### src/shared/spi_width_pin_regs.svh
// Register offsets, field positions, reset values and timing counts of the width and pin block.
`ifndef SPI_WIDTH_PIN_REGS_SVH
`define SPI_WIDTH_PIN_REGS_SVH
`define CTRL_IDX 4'h1
`define CTRL_ADDR 6'h04
`define MODE_ADDR 6'h00
`define TXDATA_ADDR 6'h10
`define RXDATA_ADDR 6'h14
`define STATUS_ADDR 6'h18
`define IRQSTAT_ADDR 6'h1C
`define IRQMASK_ADDR 6'h20
`define CTRL_WIDTH_BIT 6
`define CTRL_MODE_FAULT_FLAG_BIT 4
`define CTRL_BIDIR_BIT 3
`define CTRL_SWAI_BIT 1
`define CTRL_PIN_BIT 0
`define CTRL_WMASK 8'h5B
`define CTRL_RESET 8'h00
`define MODE_MASTER_BIT 0
`define MODE_SELECT_OUTPUT_ENABLE_BIT 1
`define MODE_ENABLE_BIT 2
`define MODE_RESET 8'h00
`define IRQ_DONE_BIT 0
`define IRQ_FAULT_BIT 1
`define IRQ_ABORT_BIT 2
`define HALF_PERIOD_NS 100
`define CLK_PERIOD_NS 25
`define HALF_CYCLES (`HALF_PERIOD_NS / `CLK_PERIOD_NS)
`endif

### src/shared/spi_width_pin_pkg.sv
// Types shared by the width and pin block.
package spi_width_pin_pkg;
  typedef enum logic [1:0] {
    IDLE = 2'b00,
    SHIFT = 2'b01,
    DONE = 2'b10
  } xfer_e;
  typedef struct packed {
    xfer_e state;
    logic [7:0] ctrl;
    logic [7:0] mode;
    logic [15:0] txData;
    logic [15:0] rxData;
    logic [15:0] shiftReg;
    logic [4:0] bitCnt;
    logic [7:0] divCnt;
    logic sckLevel;
    logic [2:0] irqStat;
    logic [2:0] irqMask;
    logic modeFault;
    logic [2:0] ssSync;
    logic [2:0] sckSync;
    logic [2:0] mosiSync;
    logic [2:0] misoSync;
    logic [31:0] rdData;
    logic ack;
  } state_s;
endpackage : spi_width_pin_pkg

### src/logic/spi_width_pin.sv
// Width and pin control register of a serial peripheral block, with a small shift engine.
//
// Implementation choice: the Wishbone interface to the registers.
`include "spi_width_pin_regs.svh"

// Behaviour
// - Width bit at 0 selects 8-bit transfers using only the low data byte.
// - Width bit at 1 joins both data bytes into one 16-bit transfer.
// - As master, changing width, fault enable or pin control aborts to idle.
// - Master with fault enable 0 ignores the select pin completely.
// - Master with fault enable 1 and select enable 0 watches the select pin and detects mode faults.
// - A slave uses the select pin only as an input.
// - In bidirectional mode the output enable bit gates the data output buffer.
// - Master with pin control set aborts when the output enable bit changes.
// - Clock stop bit 1 halts serial clock generation during wait mode.
// - Pin control 0 gives normal pins: master drives MOSI, slave drives MISO.
// - Bidirectional master leaves MISO unused and uses MOSI as data pin.
// - Bidirectional slave leaves MOSI unused and uses MISO as data pin.
// - Control register is always accessible; reserved bits ignore writes.
// - Select output works only as master with fault enable and select enable.
module spi_width_pin (
  input wire logic clk,
  input wire logic arst_n,
  input wire logic [5:0] adr_i,
  input wire logic [31:0] dat_i,
  output logic [31:0] dat_o,
  input wire logic we_i,
  input wire logic [3:0] sel_i,
  input wire logic cyc_i,
  input wire logic stb_i,
  output logic ack_o,
  input wire logic waitMode,
  output logic irq,
  input wire logic sckIn,
  output logic sckOut,
  output logic sckOe,
  input wire logic ssIn,
  output logic ssOut,
  output logic select_output_enable,
  input wire logic mosiIn,
  output logic mosiOut,
  output logic mosiOe,
  input wire logic misoIn,
  output logic misoOut,
  output logic misoOe
);
  spi_width_pin_pkg::state_s s_r;
  spi_width_pin_pkg::state_s s_nxt;
  logic isMaster;
  logic wide;
  logic pinCtl;
  logic mode_fault_enable;
  logic bidir_output_enable;
  logic enabled;
  logic reqWr;
  logic reqRd;
  logic [7:0] ctrlNew;
  logic [7:0] modeNew;
  logic abortReq;
  logic ssLow;
  logic sckRise;
  logic sckFall;
  logic serialIn;
  logic [4:0] xferBits;

  assign isMaster = s_r.mode[`MODE_MASTER_BIT];
  assign enabled = s_r.mode[`MODE_ENABLE_BIT];
  assign wide = s_r.ctrl[`CTRL_WIDTH_BIT];
  assign pinCtl = s_r.ctrl[`CTRL_PIN_BIT];
  assign mode_fault_enable = s_r.ctrl[`CTRL_MODE_FAULT_FLAG_BIT];
  assign bidir_output_enable = s_r.ctrl[`CTRL_BIDIR_BIT];
  assign reqWr = cyc_i && stb_i && we_i && !s_r.ack;
  assign reqRd = cyc_i && stb_i && !we_i && !s_r.ack;
  assign ssLow = !s_r.ssSync[2] && !s_r.ssSync[1];
  assign sckRise = s_r.sckSync[1] && s_r.sckSync[2] && !s_r.sckLevel;
  assign sckFall = !s_r.sckSync[1] && !s_r.sckSync[2] && s_r.sckLevel;
  assign xferBits = wide ? 5'h10 : 5'h08;

  // ---------------------------------------------------------------
  // Pin steering
  // ---------------------------------------------------------------
  always_comb
  begin
    sckOut = s_r.sckLevel;
    sckOe = enabled && isMaster;
    select_output_enable = enabled && isMaster && mode_fault_enable && s_r.mode[`MODE_SELECT_OUTPUT_ENABLE_BIT];
    ssOut = (s_r.state == spi_width_pin_pkg::IDLE);
    mosiOe = enabled && isMaster && (!pinCtl || bidir_output_enable);
    misoOe = enabled && !isMaster && (!pinCtl || bidir_output_enable) && ssLow;
    mosiOut = wide ? s_r.shiftReg[15] : s_r.shiftReg[7];
    misoOut = mosiOut;
    if (isMaster)
    begin
      serialIn = pinCtl ? s_r.mosiSync[2] : s_r.misoSync[2];
    end
    else
    begin
      serialIn = pinCtl ? s_r.misoSync[2] : s_r.mosiSync[2];
    end
    dat_o = s_r.rdData;
    ack_o = s_r.ack;
    irq = |(s_r.irqStat & s_r.irqMask);
  end

  // ---------------------------------------------------------------
  // Next state
  // ---------------------------------------------------------------
  always_comb
  begin
    s_nxt = s_r;
    s_nxt.ssSync = {s_r.ssSync[1:0], ssIn};
    s_nxt.sckSync = {s_r.sckSync[1:0], sckIn};
    s_nxt.mosiSync = {s_r.mosiSync[1:0], mosiIn};
    s_nxt.misoSync = {s_r.misoSync[1:0], misoIn};
    s_nxt.ack = reqWr || reqRd;
    ctrlNew = s_r.ctrl;
    modeNew = s_r.mode;
    if (reqWr && sel_i[0] && adr_i == `CTRL_ADDR)
    begin
      ctrlNew = dat_i[7:0] & `CTRL_WMASK;
    end
    if (reqWr && sel_i[0] && adr_i == `MODE_ADDR)
    begin
      modeNew = dat_i[7:0] & 8'h07;
    end
    abortReq = (isMaster && (s_r.state != spi_width_pin_pkg::IDLE) &&
      (((ctrlNew ^ s_r.ctrl) & 8'h51) != 8'h00 ||
      (pinCtl && (ctrlNew[`CTRL_BIDIR_BIT] != bidir_output_enable)) ||
      (modeNew[1:0] != s_r.mode[1:0]))) || !modeNew[`MODE_ENABLE_BIT];
    s_nxt.ctrl = ctrlNew;
    s_nxt.mode = modeNew;
    if (reqWr && adr_i == `TXDATA_ADDR)
    begin
      if (sel_i[0])
      begin
        s_nxt.txData[7:0] = dat_i[7:0];
      end
      if (sel_i[1])
      begin
        s_nxt.txData[15:8] = dat_i[15:8];
      end
    end
    if (reqWr && adr_i == `IRQSTAT_ADDR && sel_i[0])
    begin
      s_nxt.irqStat = s_r.irqStat & ~dat_i[2:0];
    end
    if (reqWr && adr_i == `IRQMASK_ADDR && sel_i[0])
    begin
      s_nxt.irqMask = dat_i[2:0];
    end
    s_nxt.rdData = 32'h0000_0000;
    if (reqRd)
    begin
      unique case (adr_i)
        `CTRL_ADDR: s_nxt.rdData = {24'h00_0000, s_r.ctrl};
        `MODE_ADDR: s_nxt.rdData = {24'h00_0000, s_r.mode};
        `TXDATA_ADDR: s_nxt.rdData = {16'h0000, s_r.txData};
        `RXDATA_ADDR: s_nxt.rdData = {16'h0000, wide ? s_r.rxData[15:8] : 8'h00,
          s_r.rxData[7:0]};
        `STATUS_ADDR: s_nxt.rdData = {29'h0000_0000, s_r.modeFault,
          s_r.state != spi_width_pin_pkg::IDLE, waitMode};
        `IRQSTAT_ADDR: s_nxt.rdData = {29'h0000_0000, s_r.irqStat};
        `IRQMASK_ADDR: s_nxt.rdData = {29'h0000_0000, s_r.irqMask};
        default: s_nxt.rdData = 32'h0000_0000;
      endcase
    end
    // Master fault: another party pulled select low while we drive the bus.
    if (enabled && isMaster && mode_fault_enable && !s_r.mode[`MODE_SELECT_OUTPUT_ENABLE_BIT] && ssLow)
    begin
      s_nxt.modeFault = 1'b1;
      s_nxt.irqStat[`IRQ_FAULT_BIT] = 1'b1;
      s_nxt.mode[`MODE_MASTER_BIT] = 1'b0;
      s_nxt.state = spi_width_pin_pkg::IDLE;
      s_nxt.sckLevel = 1'b0;
    end
    else if (abortReq)
    begin
      if (s_r.state != spi_width_pin_pkg::IDLE)
      begin
        s_nxt.irqStat[`IRQ_ABORT_BIT] = 1'b1;
      end
      s_nxt.state = spi_width_pin_pkg::IDLE;
      s_nxt.sckLevel = 1'b0;
    end
    else
    begin
      unique case (s_r.state)
        spi_width_pin_pkg::IDLE:
        begin
          s_nxt.bitCnt = 5'h00;
          s_nxt.divCnt = 8'h00;
          if (isMaster && reqWr && adr_i == `TXDATA_ADDR)
          begin
            s_nxt.shiftReg = {sel_i[1] ? dat_i[15:8] : s_r.txData[15:8],
              sel_i[0] ? dat_i[7:0] : s_r.txData[7:0]};
            s_nxt.state = spi_width_pin_pkg::SHIFT;
          end
          else if (!isMaster && ssLow)
          begin
            s_nxt.shiftReg = s_r.txData;
            s_nxt.sckLevel = s_r.sckSync[2];
            s_nxt.state = spi_width_pin_pkg::SHIFT;
          end
        end
        spi_width_pin_pkg::SHIFT:
        begin
          if (isMaster)
          begin
            if (!(waitMode && s_r.ctrl[`CTRL_SWAI_BIT]))
            begin
              if (s_r.divCnt == 8'(`HALF_CYCLES - 1))
              begin
                s_nxt.divCnt = 8'h00;
                s_nxt.sckLevel = !s_r.sckLevel;
                if (!s_r.sckLevel)
                begin
                  s_nxt.rxData = {s_r.rxData[14:0], serialIn};
                  s_nxt.bitCnt = s_r.bitCnt + 5'h01;
                end
                else
                begin
                  s_nxt.shiftReg = {s_r.shiftReg[14:0], 1'b0};
                  if (s_r.bitCnt == xferBits)
                  begin
                    s_nxt.state = spi_width_pin_pkg::DONE;
                  end
                end
              end
              else
              begin
                s_nxt.divCnt = s_r.divCnt + 8'h01;
              end
            end
          end
          else if (!ssLow)
          begin
            s_nxt.state = spi_width_pin_pkg::IDLE;
          end
          else if (sckRise)
          begin
            s_nxt.sckLevel = 1'b1;
            s_nxt.rxData = {s_r.rxData[14:0], serialIn};
            s_nxt.bitCnt = s_r.bitCnt + 5'h01;
          end
          else if (sckFall)
          begin
            s_nxt.sckLevel = 1'b0;
            s_nxt.shiftReg = {s_r.shiftReg[14:0], 1'b0};
            if (s_r.bitCnt == xferBits)
            begin
              s_nxt.state = spi_width_pin_pkg::DONE;
            end
          end
        end
        spi_width_pin_pkg::DONE:
        begin
          s_nxt.irqStat[`IRQ_DONE_BIT] = 1'b1;
          s_nxt.state = isMaster || !ssLow ? spi_width_pin_pkg::IDLE :
            spi_width_pin_pkg::DONE;
        end
        default: s_nxt.state = spi_width_pin_pkg::IDLE;
      endcase
    end
  end

  always_ff @(posedge clk or negedge arst_n)
  begin
    if (!arst_n)
    begin
      s_r <= '0;
    end
    else
    begin
      s_r <= s_nxt;
    end
  end

  // ---------------------------------------------------------------
  // Checks
  // ---------------------------------------------------------------
  a_reserved_bits: assert property (@(posedge clk) disable iff (!arst_n)
    (s_r.ctrl & ~`CTRL_WMASK) == 8'h00) else $error("reserved control bit set");
  a_narrow_high: assert property (@(posedge clk) disable iff (!arst_n)
    (reqRd && adr_i == `RXDATA_ADDR && !wide) |=> dat_o[15:8] == 8'h00)
    else $error("high byte visible in narrow mode");
  a_wide_high: assert property (@(posedge clk) disable iff (!arst_n)
    (reqRd && adr_i == `RXDATA_ADDR && wide) |=> dat_o[15:8] == $past(s_r.rxData[15:8]))
    else $error("high byte lost in wide mode");
  a_abort_idle: assert property (@(posedge clk) disable iff (!arst_n)
    (isMaster && s_r.state == spi_width_pin_pkg::SHIFT && reqWr && sel_i[0] &&
    adr_i == `CTRL_ADDR && ((dat_i[7:0] ^ s_r.ctrl) & 8'h51) != 8'h00)
    |=> s_r.state == spi_width_pin_pkg::IDLE) else $error("no abort on width change");
  a_bidir_abort: assert property (@(posedge clk) disable iff (!arst_n)
    (isMaster && pinCtl && s_r.state == spi_width_pin_pkg::SHIFT && reqWr && sel_i[0] &&
    adr_i == `CTRL_ADDR && dat_i[3] != bidir_output_enable) |=> s_r.state == spi_width_pin_pkg::IDLE)
    else $error("no abort on output enable change");
  a_no_ss_use: assert property (@(posedge clk) disable iff (!arst_n)
    (isMaster && !mode_fault_enable) |-> !select_output_enable && $stable(s_r.modeFault)) else $error("select used");
  a_slave_ss: assert property (@(posedge clk) disable iff (!arst_n)
    !isMaster |-> !select_output_enable) else $error("slave drives select");
  a_pin_buffers: assert property (@(posedge clk) disable iff (!arst_n)
    (enabled && pinCtl && !bidir_output_enable) |-> !mosiOe && !misoOe) else $error("buffer on");
  a_wait_stop: assert property (@(posedge clk) disable iff (!arst_n)
    (isMaster && waitMode && s_r.ctrl[1] && $past(waitMode && s_r.ctrl[1]))
    |-> $stable(sckOut)) else $error("clock runs in wait");
endmodule : spi_width_pin

### config.mk
export PLATFORM = sky130hd
export DESIGN_NAME = spi_width_pin
export DESIGN_NICKNAME = d
export VERILOG_FILES = /design/src/shared/spi_width_pin_pkg.sv /design/src/logic/spi_width_pin.sv
export VERILOG_INCLUDE_DIRS = /design/src /design/src/shared
export SDC_FILE = /design/constraint.sdc
export NUM_CORES = 1
export LEC_CHECK = 0
export ABC_AREA = 1
export BUFFER_PORTS_ARGS = -buffer_cell sky130_fd_sc_hd__buf_2
export CORE_UTILIZATION = 56
export DETAILED_ROUTE_END_ITERATION = 10
export PLACE_DENSITY_LB_ADDON = 0.3
export SETUP_SLACK_MARGIN = 0.15
export SLEW_MARGIN = 10
export SYNTH_ARGS = -nofsm -noshare
export SYNTH_HDL_FRONTEND = slang
export SYNTH_SLANG_ARGS = --single-unit
### constraint.sdc
create_clock -name clk -period 2.2 [get_ports clk]
set_clock_uncertainty 0.1 [all_clocks]
set_input_delay 0.22 -clock clk [delete_from_list [all_inputs] [get_ports clk]]
set_output_delay 0.22 -clock clk [all_outputs]
set_load 0.02 [all_outputs]
==> results_dict.tcl <==
set metrics [dict create \
    rsz0062_at_grt "yes" \
    ant_nets 0 \
    synth_ff_type "dfrtp_1" \
    row_count 37 \
    dieArea_um2 10890 \
    fin_nets 884 \
    root_buffer "clkbuf_8" \
    cts_tree "yes" \
    synth_top_area_cell "dfrtp_1" \
    wl_per_cell_um 15.18 \
    grt_max_degree 43 \
    crit_fanout 5 \
    maxCapViolCount 0 \
    start_kind "flop" \
    die_h_um 104.4 \
    cts_buffer_depth 2 \
    grt-ovfl-total 0 \
    drv_slew 0 \
    port_buffers 59 \
    synth_most_common_cell "nand2_1" \
    p_leak_nw 3.417 \
    setup-tns-final_ps 0 \
    clk_latency_ps 400 \
    arrival_ps 2400 \
    fin_crit_sh_pct 99.12 \
    netlist_top_cells_count "nand2_1 (198), dfrtp_1 (110), nor2_1 (69)" \
    syn_avg_cell_area_um2 7.868 \
    start_util_pct 57.37 \
    status "completed" \
    antenna_found_initial 0 \
    synth_seq_cells 110 \
    cp.required_ps 2410 \
    gp_congestion 0.9013 \
    ys_warn_count 0 \
    hold_end "s_r[48]" \
    io_pins 94 \
    ir_drop_mv 0.6673 \
    seqPwrFrac_pct 56.2 \
    min_path_cells 3 \
    r2r_setup_slack_ps 20 \
    yosys-top-cells-area "dfrtp_1 (47%), nand2_1 (13%), o21ai_0 (5.6%)" \
    placed_cell_area_um2 6309 \
    tightest_slew_ps 619.2 \
    area_growth_pct 19.68 \
    grt_pass1_wl_um 23600 \
    timing.final.crit_period_ps 2181 \
    syn_inst 746 \
    htree_num_levels 3 \
    antennaDiodeCount 0 \
    clkPwrFrac_pct 28.1 \
    regArea_um2 2753 \
    internal-power_mw 2.834 \
    r2r-start "ack_o" \
    p_comb_share_pct 15.7 \
    power_density_nw_per_um2 579.9 \
    multi_input_area_um2 2785 \
    r2r_end "s_r[131]" \
    netSwitchingFraction_pct 30.42 \
    hold_violations 0 \
    fin_hold_ws_ps 27.64 \
    n_fill_cell 806 \
    async_flop_share_pct 100.0 \
    setup_viol 0 \
    end_kind "flop" \
    via_count 5413 \
    clock_sinks 110 \
    coreArea_um2 10230 \
    holdCritStartpoint "dat_i[2]" \
    layout-drive-gt1-share_pct 24.70 \
    netSwitchingPower_mw 1.239 \
    dp_hpwl_um 10140 \
    post-route-util_pct 68.66 \
    cts_made_buffers 9 \
    grt_pass1_vias 5173 \
    ys_seq_area_share_pct 46.90 \
    first_iter_violations 483 \
    grtUsageTotal_pct 27.41 \
    cts.clk_slew.worst_paths_ps 100 \
    routed_wl_um 14720 \
    dieWidth_um 104.4 \
    syn_area_um2 5869 \
    min_path_type "primary input to flop" \
    synth_top_cell_area_share_pct 46.90 \
    synth.distinct_cells 45 \
    critPathKind "flop to flop" \
    drc_errors 0 \
    max_freq_mhz 458.6 \
    viasPerCell 5.580 \
    max_slew_margin_pct 58.57 \
    stdcell_area_um2 7024 \
    drt-pass1-iter-count 5 \
    synth_edf_count 0 \
    r2r.worst_path.cells 13 \
]
through the flow:
stage | power (mW) | std cells | worst slack (ps)
floorplan | 2.689 | 761 | 174.0
global placement | 2.850 | 935 | 99.17
detailed placement | 2.886 | 935 | 69.68
CTS | 4.037 | 962 | 146.0
global route | 4.260 | 970 | -84.60
finish | 4.074 | 970 | 19.38
cells by family after synthesis:
group,synth area share (%)
AND/OR/NAND/NOR,28.14
XOR/XNOR,0.7461
other,0.06389
adder cells (fa/ha/maj),0.6396
buffers and inverters,11.43
multiplexers,0.1918
flip-flops,46.90
AO/OA/AOI/OAI,11.90
timing repair:
item                                   in CTS  in global routing
pin swaps                                   3                 31
hold buffers                                8                  0
buffers inserted                            1                  6
setup endpoints to repair                  45                 50
endpoints found under the hold margin      46                  0
cloned                                      2                  2
gates resized for setup                    11                 71
placed cells by master (no fill, tap or decap), types with 16 or more instances in the layout:
master | netlist | layout
nand3_1 | 60 | 31
o21ai_0 | 66 | 64
buf_4 | 37 | 36
inv_1 | 68 | 65
dfrtp_1 | 110 | 110
nand3_2 | 2 | 30
conb_1 | 1 | 16
buf_2 | 3 | 58
nor2_1 | 69 | 62
nand2_1 | 198 | 190
sequential cells by signal, indices dropped and copies added (netlist names), named ones only:
register             count
s_r                     78
dat_o                   16
s_nxt                    8
ack_o                    1
bidir_output_enable      1
enabled                  1
isMaster                 1
mode_fault_enable        1
pinCtl                   1
sckOut                   1
how the worst max path moves through the flow:
| stage | from | end | slack, ps | cells past startpoint |
|---|---|---|---|---|
| global placement | ack_o | s_r[83] | 100 | 14 |
| detailed placement | ack_o | s_r[84] | 70 | 13 |
| floorplan | ack_o | s_r[75] | 170 | 15 |
| global route | ack_o | s_r[131] | -80 | 13 |
| finish | ack_o | s_r[131] | 20 | 13 |
| CTS | ack_o | s_r[79] | 150 | 13 |
final cells by class:
class                           instances  area share [%]
Tap cell                              136           2.423
Clock inverter                          6          0.6591
Timing Repair Buffer                  114           11.90
Inverter                               74           4.133
Clock buffer                           10           1.817
Multi-Input combinational cell        519           39.65
Timing Repair inverter                  1          0.2316
Sequential cell                       110           39.19
power by group through the flow:
| stage | clock network, mW | logic (mW) | registers, mW |
|---|---|---|---|
| after floorplan | 0 | 0.400 | 2.29 |
| after global placement | 0 | 0.537 | 2.31 |
| after detailed placement | 0 | 0.566 | 2.32 |
| after CTS | 1.16 | 0.590 | 2.28 |
| after global routing | 1.24 | 0.718 | 2.30 |
| final | 1.14 | 0.639 | 2.29 |
worst max-delay path, stage by stage, from the launching register on:
cell	delay, ps
dfrtp_1	430
inv_2	90
nand2_4	60
nor3_4	250
nand3_2	120
nand2_2	90
nand3_2	70
nand2_2	60
nand3_2	80
nand2_2	110
nand3_4	150
buf_4	200
buf_6	110
nor3_2	170
per-layer routing:
| metal | global-route usage, % | up-vias | share of wire, % |
|---|---|---|---|
| met5 | 0 | - | 0 |
| met4 | 9.082 | 0 | 2.6 |
| met3 | 7.393 | 32 | 5.8 |
| met2 | 45.98 | 232 | 50 |
| met1 | 34.22 | 2608 | 41 |
| li1 | - | 2541 | - |
Note: power is estimated with default switching activity, not from simulation.
